`config.mk`:
```
export PLATFORM = sky130hd
export DESIGN_NAME = dcr_top
export DESIGN_NICKNAME = d
export VERILOG_FILES = /design/src/pkg/dcr_pkg.sv /design/src/pkg/dcr_if.sv /design/src/verilog/dcr_top.sv /design/src/verilog/dcr_apb.sv
export SDC_FILE = /design/constraint.sdc
export NUM_CORES = 1
export LEC_CHECK = 0
export ABC_AREA = 1
export BUFFER_PORTS_ARGS = -buffer_cell sky130_fd_sc_hd__buf_2
export CORE_MARGIN = 8
export CORE_UTILIZATION = 48
export CTS_BUF_LIST = sky130_fd_sc_hd__clkbuf_16
export CTS_CLUSTER_SIZE = 20
export DETAILED_ROUTE_END_ITERATION = 8
export GPL_TIMING_DRIVEN = 0
export PLACE_DENSITY = 0.83
export SLEW_MARGIN = 20
export SYNTH_ARGS = -nofsm -noshare
export SYNTH_HDL_FRONTEND = slang
export SYNTH_SLANG_ARGS = --single-unit
```
`constraint.sdc`:
```
create_clock -name clk -period 2 [get_ports clk]
set_input_delay 0 -clock clk [delete_from_list [all_inputs] [get_ports clk]]
set_output_delay 0 -clock clk [all_outputs]
set_load 0.02 [all_outputs]
```
`src/pkg/dcr_pkg.sv`:
```
// dcr_pkg: register map, field layout and reset values of the converter control block
package dcr_pkg;
    // ************************************************************
    // register indices (byte address is four times the index)
    // ************************************************************
    localparam int IDX_CTRL = 0; // converter_control
    localparam int IDX_RSVD = 1; // reserved, reads zero
    localparam int IDX_VALUE = 2; // converter_value, 16-bit view
    localparam int IDX_STATUS = 4; // live converter state, read only
    localparam int BYTE_PER_WORD = 4; // one aligned word per register

    // ************************************************************
    // field layout
    // ************************************************************
    localparam int CTRL_ENABLE_BIT = 0; // converter enable
    localparam int CTRL_BUFFER_OUTPUT_ENABLE_BIT = 6; // buffer_output_enable
    localparam int CTRL_STDBY_BIT = 7; // standby_run
    localparam int VALUE_W = 10; // converter code width
    localparam int VALUE_LSB = 6; // code sits at view bits 15:6
    localparam int LO_BITS = 2; // code bits held in the low byte
    localparam int LO_POS = 6; // low-byte position of code bits 1:0
    localparam int HI_BITS = 8; // code bits held in the high byte
    localparam int LANE_LO = 0; // byte lane of value_low_byte
    localparam int LANE_HI = 1; // byte lane of value_high_byte
    localparam int ST_ACTIVE_BIT = 0; // status: converter running
    localparam int ST_BUFFER_BIT = 1; // status: output buffer on
    localparam int ST_HELD_BIT = 2; // status: stopped by sleep

    // ************************************************************
    // reset values
    // ************************************************************
    localparam logic [7:0] CTRL_RESET = 8'h00;
    localparam logic [15:0] VALUE_RESET = 16'h0000;
    localparam logic [31:0] RDATA_RESET = 32'h0000_0000;
endpackage

```
`src/pkg/dcr_if.sv`:
```
// dcr_if: register strobes and read views between the bus slave and the core
interface dcr_if;
    logic wr_ctrl; // write to converter_control, low lane
    logic wr_lo; // write to value_low_byte
    logic wr_hi; // write to value_high_byte
    logic [15:0] wdata; // low half of the bus write data
    logic [7:0] rd_ctrl; // converter_control as read back
    logic [15:0] rd_value; // converter_value as read back
    logic [7:0] rd_status; // live state of the converter

    // bus side drives strobes, reads the views
    modport apb_side (
        output wr_ctrl,
        output wr_lo,
        output wr_hi,
        output wdata,
        input rd_ctrl,
        input rd_value,
        input rd_status
    );
    // core side takes strobes, drives the views
    modport core_side (
        input wr_ctrl,
        input wr_lo,
        input wr_hi,
        input wdata,
        output rd_ctrl,
        output rd_value,
        output rd_status
    );
endinterface

```
`src/verilog/dcr_top.sv`:
```
// dcr_top: control registers and sleep handling of the 10-bit converter
//
// Operation
// RULE_01 - control bit 0 set enables the converter
// RULE_02 - control bit 6 drives buffer to pin
// RULE_03 - standby_run keeps converter running in standby
// RULE_04 - ten-bit value split across two byte lanes
// RULE_05 - output changes only on high-byte write
// RULE_06 - value sits at view bits 15:6
// RULE_07 - start on write if enabled, else later
// RULE_08 - control bit 0 cleared disables converter
// RULE_09 - standby without standby_run stops, exit restarts
// RULE_10 - power-down always stops converter and buffer
// RULE_11 - low byte held, ten bits land together
module dcr_top #(
    parameter int ADDR_W = 8
) (
    input wire logic clk,
    input wire logic rst_n,
    input wire logic ce,
    input wire logic psel,
    input wire logic penable,
    input wire logic pwrite,
    input wire logic [ADDR_W-1:0] paddr,
    input wire logic [31:0] pwdata,
    input wire logic [3:0] pstrb,
    output logic [31:0] prdata,
    output logic pready,
    output logic pslverr,
    input wire logic sleep_standby,
    input wire logic sleep_powerdown,
    output logic [9:0] dac_code,
    output logic dac_enable,
    output logic dac_buffer_enable,
    output logic dac_conv_start
);
    // ************************************************************
    // elaboration checks
    // ************************************************************
    // the map needs index 4, i.e. byte address 0x10, so five bits
    generate
        if (ADDR_W < 5 || ADDR_W > 32) begin : g_bad_addr
            $error("dcr_top: ADDR_W must lie between 5 and 32");
        end
    endgenerate

    // ************************************************************
    // state
    // ************************************************************
    typedef struct packed {
        logic enable; // software enable
        logic buffer_output_enable; // buffer_output_enable
        logic stdby_run; // standby_run
        logic [1:0] hold_lo; // value_low_byte holding stage
        logic [7:0] data_hi; // value_high_byte as written
        logic [9:0] code; // code applied to the converter
        logic conv_en; // converter powered and running
        logic buf_en; // output buffer powered
        logic start; // one-cycle conversion start
    } dcr_core_s;

    dcr_core_s q; // registered state
    dcr_core_s d; // next state

    // register strobes and views shared with the bus slave
    dcr_if regs ();

    // ************************************************************
    // bus slave
    // ************************************************************
    // the slave owns prdata, pready and pslverr flip-flops
    dcr_apb #(
        .ADDR_W(ADDR_W)
    ) u_apb (
        .clk(clk),
        .rst_n(rst_n),
        .ce(ce),
        .psel(psel),
        .penable(penable),
        .pwrite(pwrite),
        .paddr(paddr),
        .pwdata(pwdata),
        .pstrb(pstrb),
        .prdata(prdata),
        .pready(pready),
        .pslverr(pslverr),
        .regs(regs)
    );

    // ************************************************************
    // sleep gating
    // ************************************************************
    // standby stops the converter only when standby_run is clear;
    // power-down stops it whatever standby_run says
    function automatic logic may_run(input logic en, input logic run_sb,
                                     input logic sb, input logic pd);
        logic res;
        res = en; // RULE_01 RULE_08
        if (sb && !run_sb) begin
            res = 1'b0; // RULE_09
        end
        if (pd) begin
            res = 1'b0; // RULE_10
        end
        return res;
    endfunction

    logic run_now; // converter allowed to run next cycle
    logic [1:0] lo_next; // low code bits after this cycle's writes

    // ************************************************************
    // next-state logic
    // ************************************************************
    always_comb begin
        d = q;
        d.start = 1'b0;
        lo_next = q.hold_lo;

        // control write: the three documented bits only
        if (regs.wr_ctrl) begin
            d.enable = regs.wdata[dcr_pkg::CTRL_ENABLE_BIT]; // RULE_01 RULE_08
            d.buffer_output_enable = regs.wdata[dcr_pkg::CTRL_BUFFER_OUTPUT_ENABLE_BIT]; // RULE_02
            d.stdby_run = regs.wdata[dcr_pkg::CTRL_STDBY_BIT]; // RULE_03
        end

        // low byte goes to the holding stage, output untouched
        if (regs.wr_lo) begin
            lo_next = regs.wdata[dcr_pkg::LO_POS +: dcr_pkg::LO_BITS]; // RULE_11
        end
        d.hold_lo = lo_next;

        // high byte commits all ten bits at once; a write that carries
        // both lanes uses the new low bits as well
        if (regs.wr_hi) begin
            d.data_hi = regs.wdata[dcr_pkg::HI_BITS +: dcr_pkg::HI_BITS]; // RULE_04
            d.code = {d.data_hi, lo_next}; // RULE_05 RULE_11
        end

        // power state follows the new control bits in the same edge
        run_now = may_run(d.enable, d.stdby_run, sleep_standby,
                          sleep_powerdown); // RULE_03 RULE_09 RULE_10
        d.conv_en = run_now;
        // buffer only with the converter, and only if buffer_output_enable is set
        d.buf_en = run_now && d.buffer_output_enable; // RULE_02 RULE_09

        // start on a high write while running; a write while stopped
        // waits for the converter to come up (enable or sleep exit)
        d.start = run_now && (regs.wr_hi || !q.conv_en); // RULE_07 RULE_09
    end

    // ************************************************************
    // state register
    // ************************************************************
    // ce low freezes everything, a pending start pulse included
    always_ff @(posedge clk) begin
        if (!rst_n) begin
            q <= '{enable: dcr_pkg::CTRL_RESET[dcr_pkg::CTRL_ENABLE_BIT],
                   buffer_output_enable: dcr_pkg::CTRL_RESET[dcr_pkg::CTRL_BUFFER_OUTPUT_ENABLE_BIT],
                   stdby_run: dcr_pkg::CTRL_RESET[dcr_pkg::CTRL_STDBY_BIT],
                   hold_lo: dcr_pkg::VALUE_RESET[dcr_pkg::LO_POS +: dcr_pkg::LO_BITS],
                   data_hi: dcr_pkg::VALUE_RESET[dcr_pkg::HI_BITS +: dcr_pkg::HI_BITS],
                   code: dcr_pkg::VALUE_RESET[dcr_pkg::VALUE_LSB +: dcr_pkg::VALUE_W],
                   conv_en: 1'b0,
                   buf_en: 1'b0,
                   start: 1'b0};
        end else if (ce) begin
            q <= d;
        end
    end

    // ************************************************************
    // read views
    // ************************************************************
    // control reads back the three bits, the rest as zero
    always_comb begin
        regs.rd_ctrl = dcr_pkg::CTRL_RESET;
        regs.rd_ctrl[dcr_pkg::CTRL_ENABLE_BIT] = q.enable;
        regs.rd_ctrl[dcr_pkg::CTRL_BUFFER_OUTPUT_ENABLE_BIT] = q.buffer_output_enable;
        regs.rd_ctrl[dcr_pkg::CTRL_STDBY_BIT] = q.stdby_run;
    end

    // value view: code at 15:6, bits 5:0 always zero; the low bits
    // shown are the holding stage, so a read after a lone low write
    // shows what the next high write will commit
    always_comb begin
        regs.rd_value = dcr_pkg::VALUE_RESET;
        regs.rd_value[dcr_pkg::HI_BITS +: dcr_pkg::HI_BITS] = q.data_hi; // RULE_06
        regs.rd_value[dcr_pkg::LO_POS +: dcr_pkg::LO_BITS] = q.hold_lo; // RULE_06
    end

    // live state for software: running, buffer, held by sleep
    always_comb begin
        regs.rd_status = dcr_pkg::CTRL_RESET;
        regs.rd_status[dcr_pkg::ST_ACTIVE_BIT] = q.conv_en;
        regs.rd_status[dcr_pkg::ST_BUFFER_BIT] = q.buf_en;
        regs.rd_status[dcr_pkg::ST_HELD_BIT] = q.enable && !q.conv_en;
    end

    // ************************************************************
    // outputs, straight from flip-flops
    // ************************************************************
    assign dac_code = q.code;
    assign dac_enable = q.conv_en;
    assign dac_buffer_enable = q.buf_en;
    assign dac_conv_start = q.start;
endmodule

```
`src/verilog/dcr_apb.sv`:
```
// dcr_apb: apb slave with one wait state, address decode and read mux
module dcr_apb #(
    parameter int ADDR_W = 8
) (
    input wire logic clk,
    input wire logic rst_n,
    input wire logic ce,
    input wire logic psel,
    input wire logic penable,
    input wire logic pwrite,
    input wire logic [ADDR_W-1:0] paddr,
    input wire logic [31:0] pwdata,
    input wire logic [3:0] pstrb,
    output logic [31:0] prdata,
    output logic pready,
    output logic pslverr,
    dcr_if.apb_side regs
);
    // ************************************************************
    // state
    // ************************************************************
    typedef enum logic [1:0] {
        DCR_ST_IDLE = 2'b01, // waiting for an access phase
        DCR_ST_DONE = 2'b10 // answer on the bus this cycle
    } dcr_apb_e;

    typedef struct packed {
        dcr_apb_e st;
        logic pready;
        logic pslverr;
        logic [31:0] prdata;
    } dcr_apb_s;

    dcr_apb_s q; // registered state
    dcr_apb_s d; // next state

    // true when the address is aligned and names the given index
    function automatic logic is_reg(input logic [ADDR_W-1:0] a, input int idx);
        return (a[1:0] == 2'h0) && (a[ADDR_W-1:2] == (ADDR_W-2)'(idx));
    endfunction

    // true for any mapped word; the rest answer with an error
    function automatic logic is_mapped(input logic [ADDR_W-1:0] a);
        return is_reg(a, dcr_pkg::IDX_CTRL) || is_reg(a, dcr_pkg::IDX_RSVD)
            || is_reg(a, dcr_pkg::IDX_VALUE) || is_reg(a, dcr_pkg::IDX_STATUS);
    endfunction

    // ************************************************************
    // write strobes: only at the edge where pready is sampled high
    // ************************************************************
    logic commit; // completing mapped write
    assign commit = psel && penable && q.pready && pwrite && is_mapped(paddr);
    assign regs.wr_ctrl = commit && is_reg(paddr, dcr_pkg::IDX_CTRL)
                          && pstrb[dcr_pkg::LANE_LO];
    assign regs.wr_lo = commit && is_reg(paddr, dcr_pkg::IDX_VALUE)
                        && pstrb[dcr_pkg::LANE_LO]; // RULE_04
    assign regs.wr_hi = commit && is_reg(paddr, dcr_pkg::IDX_VALUE)
                        && pstrb[dcr_pkg::LANE_HI]; // RULE_04
    assign regs.wdata = pwdata[15:0];

    // next state: answer one cycle after the access phase opens
    always_comb begin
        d = q;
        d.pready = 1'b0;
        d.pslverr = 1'b0;
        case (q.st)
            DCR_ST_IDLE: begin
                if (psel && penable) begin
                    d.st = DCR_ST_DONE;
                    d.pready = 1'b1;
                    d.pslverr = !is_mapped(paddr);
                    d.prdata = dcr_pkg::RDATA_RESET;
                    // reads only; reserved and unmapped words give zero
                    if (!pwrite && is_reg(paddr, dcr_pkg::IDX_CTRL)) begin
                        d.prdata[7:0] = regs.rd_ctrl;
                    end else if (!pwrite && is_reg(paddr, dcr_pkg::IDX_VALUE)) begin
                        d.prdata[15:0] = regs.rd_value;
                    end else if (!pwrite && is_reg(paddr, dcr_pkg::IDX_STATUS)) begin
                        d.prdata[7:0] = regs.rd_status;
                    end
                end
            end
            DCR_ST_DONE: begin
                d.st = DCR_ST_IDLE; // pready drops after one cycle
            end
            default: begin
                d.st = DCR_ST_IDLE;
            end
        endcase
    end

    // state register, frozen while ce is low
    always_ff @(posedge clk) begin
        if (!rst_n) begin
            q <= '{st: DCR_ST_IDLE, pready: 1'b0, pslverr: 1'b0,
                   prdata: dcr_pkg::RDATA_RESET};
        end else if (ce) begin
            q <= d;
        end
    end

    assign prdata = q.prdata;
    assign pready = q.pready;
    assign pslverr = q.pslverr;
endmodule

```
==> impl_metrics.toml, run 1 <==
[clocking]
clock_latency_ps = 280
ctsHoldBuffers = 8
cts_sinks = 35
cts.path.max_buffers = 2
cts_root_buf = "clkbuf_16"
cts_resized = 0
cts_made_buffers = 5
tritoncts = "built"
htree_levels = 2
clk_pin_slew_ps = 50
post_cts_buffers = 0

[power]
cellPowerDensity_nw_per_um2 = 703.3
power_leakage_nw = 1.301
p_switching_w = 0.0004090
p_seq_share_pct = 40.2
max-vdd-ir-drop_mv = 0.5081
clkPwrFrac_pct = 48.3
switching_share_pct = 22.88
intPower_w = 0.001378
power_frac_comb_pct = 11.5

[final_layout]
synthToLayoutAreaGrowth_pct = 34.33
layout.nets = 395
drive_above_1_share_pct = 36.92
layout.cells.most_common = "buf_2"
final_area_sq_um = 2541
diodes = 0
final_cell_mix = "58 x buf_2, 43 x buf_4, 35 x dfxtp_1"
finalNonFillerCells = 394

[floorplanning]
dieHeight_um = 78.78
chipWidth_um = 78.78
coreArea_sq_um = 3885
placementRows = 23
start_util_pct = 48.70
die_area_sq_um = 6206
ios = 99

[hold_path]
hp-start = "rst_n"
hold_class = "primary input to flip-flop"

[timing]
skew_ps = 5.451
fmax_ghz = 0.6589
relSlewSlack_pct = 62.30
period_needed_ps = 1518
hold_violations = 0
worst_pin_slew_ps = 563.4
slew_viol_final = 0
setup_tns_ps = 0
setup_violations = 0
rsz0062_at_grt = "false"
fin_crit_sh_pct = 75.89

[routing]
drc = 0
vias = 1795
wl_mm = 4.682
detail_route.first_pass.iterations = 4
drt_iter0_drc = 141
via_per_inst = 4.556
avgRoutedWirePerCell_um = 11.88
ant_nets = 0

[setup_path]
reg2reg_to = "u_apb.prdata[14]"
rrSetupSlack_ps = 480
worstReg2RegStart = "u_apb.q[34]"
critPathCaptureType = "flip-flop"
slowest_delay_ps = 320
critPathArrivalTime_ps = 1720
cp_data_required_time_ps = 2200
crit_chain = "inv_1 > nor2_1 > nand3_1 > inv_1 > buf_2 > nand3_1 > a21oi_1"
critPathCapture = "u_apb.prdata[14]"
crit_path_max_fanout = 10
crit_start = "u_apb.q[34]"
criticalPathCategory = "flip-flop to flip-flop"
cp-start-kind = "flip-flop"
cp_slowest_cell = "dfxtp_1"
reg2reg_depth = 7

[placement]
place_congestion = 0.8623
hpwl_mm = 3.529
post-place-cells = 378
io_buffer_count = 55
placed_area_sq_um = 2297

[global_routing]
grt.overflow.total = 0
grt_max_degree = 12
first_global_vias = 1764
antenna_found_initial = 0
grt_usage_pct = 15.88
grt_pass1_wl_mm = 7.907

[logic_synthesis]
post_synth_num_cell_types = 29
ys_warn_count = 0
syn-instance-count = 255
yosysSeqAreaShare_pct = 37.04
syn-cell-area_sq_um = 1892
syn_area_per_cell_sq_um = 7.419
synth_seq_cells = 35

[run_status]
outcome = "finished clean"

[job]
drv_cap = 0
per-stage QoR:
step	util [%]	hold slack (ps)	setup slack (ps)	power, W
floorplan	-	134.9	618.2	0.0008691
global route	65.41	21.50	334.8	0.001855
global placement	59.13	221.4	555.8	0.0009202
finish	65.41	15.41	482.2	0.001787
detailed placement	59.13	226.0	516.3	0.0009226
CTS	65.41	17.81	486.6	0.001793
Yosys cell counts:
master,number,share of area [%]
o21ai_2,2,0.93
nand2_4,1,0.60
a2bb2oi_1,1,0.46
a21oi_1,24,6.3
nand3_4,1,0.93
inv_2,2,0.40
nand4_1,4,1.3
buf_2,3,0.79
buf_4,43,17
o21bai_2,1,0.60
dfxtp_1,35,37
buf_6,1,0.60
conb_1,1,0.20
o21ai_1,8,2.1
nor3_2,1,0.53
clkinv_1,1,0.20
o21ai_0,10,2.6
nand3b_1,1,0.40
inv_1,16,3.2
nor2_1,34,6.7
nand2_1,33,6.5
nand3_1,15,4.0
nand2_2,3,0.99
nor2_2,3,0.99
nor2_4,4,2.4
clkbuf_1,3,0.60
o211ai_1,2,0.79
o21a_1,1,0.40
nor3_1,1,0.26
worst min path at each step:
stage | endpoint | cells after the start
final | dac_code[0] | 3
after global routing | dac_code[0] | 3
after CTS | dac_enable | 4
after detailed placement | q[18] | 3
after global placement | q[18] | 3
after floorplan | q[13] | 2
kinds of logic (layout without fill, tap and decap cells):
family | after synthesis | after routing | share of synthesized area [%]
and+or+nand+nor | 101 | 101 | 25.66
AOI/OAI and AO/OA | 49 | 49 | 14.29
DFF | 35 | 35 | 37.04
buffers and inverters | 69 | 140 | 22.82
other | 1 | 19 | 0.1982
worst max-delay path, delay by kind of cell, from the launching register on:
kind                   cells  cell delay (ps)
flip-flops                 1              320
AO/OA/AOI/OAI              1              170
buffers and inverters      3              510
AND/OR/NAND/NOR            3              450
routing by layer:
| metal | part of all wire [%] | track usage [%] | vias up |
|---|---|---|---|
| met4 | 3.0 | 9.074 | 0 |
| met3 | 8.0 | 6.659 | 14 |
| met5 | 0 | 0 | - |
| li1 | - | - | 942 |
| met1 | 40 | 16.55 | 776 |
| met2 | 49 | 26.43 | 63 |
power by group through the flow:
| stage | combinational [W] | sequential [W] | clock [W] |
|---|---|---|---|
| 2_1_floorplan | 0.000135 | 0.000734 | 0 |
| 3_3_place_gp | 0.000188 | 0.000732 | 0 |
| 3_5_place_dp | 0.000190 | 0.000733 | 0 |
| 4_1_cts | 0.000203 | 0.000718 | 0.000872 |
| 5_1_grt | 0.000224 | 0.000719 | 0.000912 |
| 6_report | 0.000206 | 0.000718 | 0.000864 |
registers in the layout, summed over array words and instances (netlist names):
| signal | count |
|---|---|
| u_apb.pslverr | 1 |
| dac_enable | 1 |
| u_apb.pready | 1 |
| dac_buffer_enable | 1 |
| u_apb.q | 2 |
| q | 13 |
| dac_code | 2 |
| u_apb.prdata | 13 |
| dac_conv_start | 1 |
layout make-up:
| type | instances | area (sq um) |
|---|---|---|
| Clock inverter | 3 | 38.79 |
| Clock buffer | 5 | 125.1 |
| Buffer | 50 | 360.3 |
| Sequential cell | 35 | 700.7 |
| Multi-Input combinational cell | 169 | 827.0 |
| Timing Repair Buffer | 63 | 355.3 |
| Tap cell | 50 | 62.56 |
| Fill cell | 354 | 1344 |
| Inverter | 19 | 71.32 |
Note: power is estimated with default switching activity, not from simulation.
==> run 2: changes to the inputs <==
--- a/config.mk
+++ b/config.mk
@@ -8,12 +8,12 @@
 export ABC_AREA = 1
 export BUFFER_PORTS_ARGS = -buffer_cell sky130_fd_sc_hd__buf_2
 export CORE_MARGIN = 8
-export CORE_UTILIZATION = 48
+export CORE_UTILIZATION = 41
 export CTS_BUF_LIST = sky130_fd_sc_hd__clkbuf_16
 export CTS_CLUSTER_SIZE = 20
 export DETAILED_ROUTE_END_ITERATION = 8
 export GPL_TIMING_DRIVEN = 0
-export PLACE_DENSITY = 0.83
+export PLACE_DENSITY = 0.76
 export SLEW_MARGIN = 20
 export SYNTH_ARGS = -nofsm -noshare
 export SYNTH_HDL_FRONTEND = slang
==> constraint.sdc (replaced) <==
create_clock -name clk -period 1.35 [get_ports clk]
set_input_delay 0 -clock clk [delete_from_list [all_inputs] [get_ports clk]]
set_output_delay 0 -clock clk [all_outputs]
set_load 0.02 [all_outputs]
==> impl_metrics.toml, run 2 (synthesis gave the netlist of run 1 again) <==
[setup_path]
critPathArrivalTime_ps = 1610
crit_path_max_fanout = 5
criticalPathCategory = "flip-flop to flip-flop"
critPathCaptureType = "flip-flop"
cp_data_required_time_ps = 1570
cp-start-kind = "flip-flop"

[clocking]
clk_pin_slew_ps = 50
cts_root_buf = "clkbuf_16"
clock_latency_ps = 280
htree_levels = 2
cts_made_buffers = 5
cts_sinks = 35
tritoncts = "built"
cts.path.max_buffers = 2

[timing]
fin_ws_ps = -43.94
relSlewSlack_pct = 63.36
slew_viol_final = 0
skew_ps = 4.800
hold_violations = 0
setup_violations = 12
period_needed_ps = 1394
fmax_ghz = 0.7174
fin_crit_sh_pct = 103.3
worst_pin_slew_ps = 547.6
rsz0062_at_grt = "true"

[hold_path]
hold_class = "primary input to flip-flop"

[global_routing]
grt.overflow.total = 0
grtUsageMet3_pct = 4.980
grt_max_degree = 12
grt_pass1_wl_mm = 8.625
grt_usage_pct = 14.74
top_usage_layer = "met2"
use_met1_pct = 14.93
grt_util_met2_pct = 25.82
antenna_found_initial = 0
first_global_vias = 1862

[final_layout]
diodes = 0
fin_util_pct = 59.92
layout.cells.most_common = "buf_2"
finalNonFillerCells = 403
drive_above_1_share_pct = 42.17
synthToLayoutAreaGrowth_pct = 39.82
final_cell_mix = "57 x buf_2, 50 x buf_4, 34 x dfxtp_1"
layout.nets = 402
fillers = 419
final_area_sq_um = 2645

[power]
clkPwrFrac_pct = 43.9
p_switching_w = 0.0006147
intPower_w = 0.001866
power_frac_comb_pct = 13.2
p_seq_share_pct = 42.9
cellPowerDensity_nw_per_um2 = 937.8
max-vdd-ir-drop_mv = 0.6535
power_leakage_nw = 1.340
switching_share_pct = 24.78

[run_status]
outcome = "complete, but fails checks"
violations = "negative setup slack"

[floorplanning]
ios = 99
die_area_sq_um = 7043
chipWidth_um = 83.93
placementRows = 24
dieHeight_um = 83.93
start_util_pct = 42.86
coreArea_sq_um = 4414

[routing]
via_per_inst = 4.561
drc = 0
ant_nets = 0
detail_route.first_pass.iterations = 4
drt_iter0_drc = 133
avgRoutedWirePerCell_um = 12.65
vias = 1838
wl_mm = 5.097

[placement]
placed_area_sq_um = 2301
dp_slack_ps = -198.8
hpwl_mm = 3.750
post-place-cells = 380
place_congestion = 0.8253
io_buffer_count = 55

[job]
drv_cap = 0
## run 2: changes by cell type in the layout (fill, tap and decap cells not counted), sizes merged
cell | before | now
buf | 102 | 109
clkinvlp | 0 | 1
inv | 18 | 19
clkinv | 3 | 2
bufinv | 1 | 0
## run 2: stage by stage
stage | power (W) | setup TNS [ps] | hold slack [ps]
2_1_floorplan | 0.001288 | 0 | 134.9
3_3_place_gp | 0.001365 | -1293 | 222.7
3_5_place_dp | 0.001369 | -1773 | 233.8
4_1_cts | 0.002489 | -10.64 | 3.200
5_1_grt | 0.002589 | -1542 | 33.65
6_report | 0.002480 | -318.9 | 16.46
## run 2: path summary, 6_finish.rpt
path / start / endpoint / slack [ps] / depth (start not counted)
max: u_apb.pready / q[18] / -40 / 9
min: rst_n / dac_code[0] / 20 / 3
max reg2reg: u_apb.pready / q[18] / -40 / 9
min reg2reg: u_apb.prdata[11] / u_apb.prdata[11] / 460 / 2
## run 2: cell type report
cell class,instances,area (sq um),share of cell area (%)
Tap cell,52,65.06,2.460
Sequential cell,35,701.9,26.54
Clock buffer,5,125.1,4.730
Buffer,50,366.6,13.86
Clock inverter,3,16.27,0.6149
Multi-Input combinational cell,169,888.4,33.59
Inverter,19,73.82,2.791
Timing Repair Buffer,70,407.9,15.42
## run 2: what timing repair did
action | CTS | global route
endpoints found under the hold margin | 8 | 0
hold buffers | 8 | 0
pin swaps | 2 | 7
cloned | 0 | 1
buffers inserted | 3 | 3
gates resized for setup | 6 | 19
endpoints found under the setup margin | 15 | 26
## run 2: critical path: stages, from the launching register on
cell     delay (ps)
dfxtp_2         340
nand2_2          60
nor2_4          130
nand3_4         130
nor2_4          100
nand2_2          70
nor2_4          150
buf_4           180
o21ai_1          70
nor2_1           90
## run 2: power groups by stage
stage / clock (W) / sequential (W) / combinational, W
finish: 0.00109 / 0.00107 / 0.000327
detailed placement: 0 / 0.00109 / 0.000283
CTS: 0.00112 / 0.00106 / 0.000309
global placement: 0 / 0.00109 / 0.000280
floorplan: 0 / 0.00109 / 0.000201
global route: 0.00116 / 0.00107 / 0.000360
## run 2: layer usage
layer / wire (um) / vias up
met5: 0 / -
met4: 111 / 0
met3: 437 / 11
met2: 2572 / 70
met1: 1976 / 802
li1: - / 955
==> run 3: changes to the inputs <==
--- a/config.mk
+++ b/config.mk
@@ -9,7 +9,7 @@
 export BUFFER_PORTS_ARGS = -buffer_cell sky130_fd_sc_hd__buf_2
 export CORE_MARGIN = 8
 export CORE_UTILIZATION = 41
-export CTS_BUF_LIST = sky130_fd_sc_hd__clkbuf_16
+export CTS_BUF_LIST = sky130_fd_sc_hd__clkbuf_8 sky130_fd_sc_hd__clkbuf_16
 export CTS_CLUSTER_SIZE = 20
 export DETAILED_ROUTE_END_ITERATION = 8
 export GPL_TIMING_DRIVEN = 0
==> constraint.sdc (replaced) <==
create_clock -name clk -period 1.35 [get_ports clk]
set_input_delay 0.135 -clock clk [delete_from_list [all_inputs] [get_ports clk]]
set_output_delay 0.135 -clock clk [all_outputs]
set_load 0.02 [all_outputs]
==> impl_metrics.toml, run 3 (synthesis gave the netlist of run 1 again) <==
[timing]
period_needed_ps = 1398
fin_ws_ps = -48.24
worst_pin_slew_ps = 552.9
hold_violations = 0
setup_violations = 14
slew_viol_final = 0
rsz0062_at_grt = "true"
timing.hold.ws_ps = 69.75
fin_crit_sh_pct = 103.6
setup_tns_ps = -262.2
relSlewSlack_pct = 63.00
fmax_ghz = 0.7152
skew_ps = 11.08

[setup_path]
slowest_delay_ps = 350
cp_common_cell = "nor2_4"
cpLargestDelayFamily = "simple AND/OR/NAND/NOR gates"
cp-start-kind = "flip-flop"
cp_data_required_time_ps = 1530
crit_path_max_fanout = 10
path_buf_inv = 1
criticalPathCategory = "flip-flop to flip-flop"
critPathArrivalTime_ps = 1570
rrSetupSlack_ps = -50
critPathCaptureType = "flip-flop"
crit_chain = "nand2_2 > nor2_4 > nand3_4 > nor2_4 > nand2_2 > nor2_4 > inv_2 > nor2_1 > nor2_1"
cp_slowest_cell = "dfxtp_2"

[final_layout]
diodes = 0
seqCellArea_sq_um = 701.9
layout.cells.most_common = "buf_2"
layout.nets = 393
finalNonFillerCells = 394
drive_above_1_share_pct = 44.15
fillers = 436
multi_input_comb_area_sq_um = 905.9
final_cell_mix = "57 x buf_2, 50 x buf_4, 34 x dfxtp_1"
synthToLayoutAreaGrowth_pct = 33.20

[job]
drv_cap = 0

[power]
p_switching_w = 0.0005735
max-vdd-ir-drop_mv = 0.4297
p_seq_share_pct = 50.5
cellPowerDensity_nw_per_um2 = 835.7
power_leakage_nw = 1.280
intPower_w = 0.001532
power_frac_comb_pct = 14.9
clkPwrFrac_pct = 34.6
switching_share_pct = 27.23

[routing]
vias = 1799
drt_iter0_drc = 124
avgRoutedWirePerCell_um = 12.72
wl_met3_um = 430
wl_met2_mm = 2.515
wl_met1_mm = 1.964
detail_route.first_pass.iterations = 6
top_layer = "met4"
wl_mm = 5.010
drc = 0
ant_nets = 0
via_per_inst = 4.566

[placement]
io_buffer_count = 55
hpwl_mm = 3.750
place_congestion = 0.8253
post-place-cells = 380

[clocking]
clk_pin_slew_ps = 80
cts.path.max_buffers = 2
cts_root_buf = "clkbuf_8"
cts_sinks = 35
htree_levels = 2
tritoncts = "built"
cts_made_buffers = 5
clock_latency_ps = 290

[floorplanning]
ios = 99
die_area_sq_um = 7043
chipWidth_um = 83.93
start_util_pct = 42.86
coreArea_sq_um = 4414
placementRows = 24
dieHeight_um = 83.93

[global_routing]
grt_max_degree = 12
grt_pass1_wl_mm = 8.590
grt_usage_pct = 14.52
grt.overflow.total = 0
first_global_vias = 1841
antenna_found_initial = 0

[run_status]
outcome = "complete, but fails checks"
violations = "negative setup slack"

[hold_path]
hold_class = "primary input to flip-flop"
==> run 3: cell type report <==
type                       instances  share of cell area, %
buffer                            49                  14.40
clock buffer                       5                  2.731
clock inverter                     3                 0.6455
inverter                          19                  2.830
multi-input combinational        169                  35.95
sequential                        35                  27.85
tap                               52                  2.582
timing repair buffer              62                  13.01
==> run 3: power by group through the flow <==
stage / clock (W) / combinational (W) / sequential, W
after global placement: 0 / 0.000280 / 0.00109
after global routing: 0.000796 / 0.000345 / 0.00107
final: 0.000729 / 0.000313 / 0.00106
after detailed placement: 0 / 0.000283 / 0.00109
after CTS: 0.000745 / 0.000293 / 0.00106
after floorplan: 0 / 0.000201 / 0.00109
==> run 3: worst paths after layout <==
path	depth (start not counted)	endpoint	start
worst min register to register	2	u_apb.prdata[1]	u_apb.prdata[1]
worst max register to register	9	q[13]	u_apb.pready
worst min-delay path	3	q[17]	pwdata[12]
worst max-delay path	9	q[13]	u_apb.pready
==> run 3: per-layer routing <==
| layer | global-route usage [%] | vias up |
|---|---|---|
| li1 | - | 934 |
| met1 | 15.22 | 790 |
| met2 | 25.47 | 67 |
| met3 | 4.980 | 8 |
| met4 | 6.436 | 0 |
| met5 | 0 | - |
==> run 3: what timing repair did <==
action / CTS / global route
endpoints found under the setup margin: 15 / 27
hold buffers: 0 / 0
resized for setup: 3 / 24
pin swaps: 2 / 9
buffers inserted: 5 / 2
gates cloned: 0 / 0
==> run 3: through the flow <==
step | setup WS [ps] | total power (W) | utilization [%] | instance area (sq um)
floorplan | 61.01 | 0.001288 | - | 1961
global placement | -143.8 | 0.001365 | 52.13 | 2301
detailed placement | -198.8 | 0.001369 | 52.13 | 2301
CTS | -2.622 | 0.002100 | 55.22 | 2437
global route | -154.1 | 0.002206 | 57.09 | 2520
finish | -48.24 | 0.002106 | 57.09 | 2520
==> run 3: worst register-to-register path, delay by kind of cell (launching register included) <==
family / cells / cell delay [ps]
and+or+nand+nor: 8 / 840
DFF: 1 / 350
buffers and inverters: 1 / 110
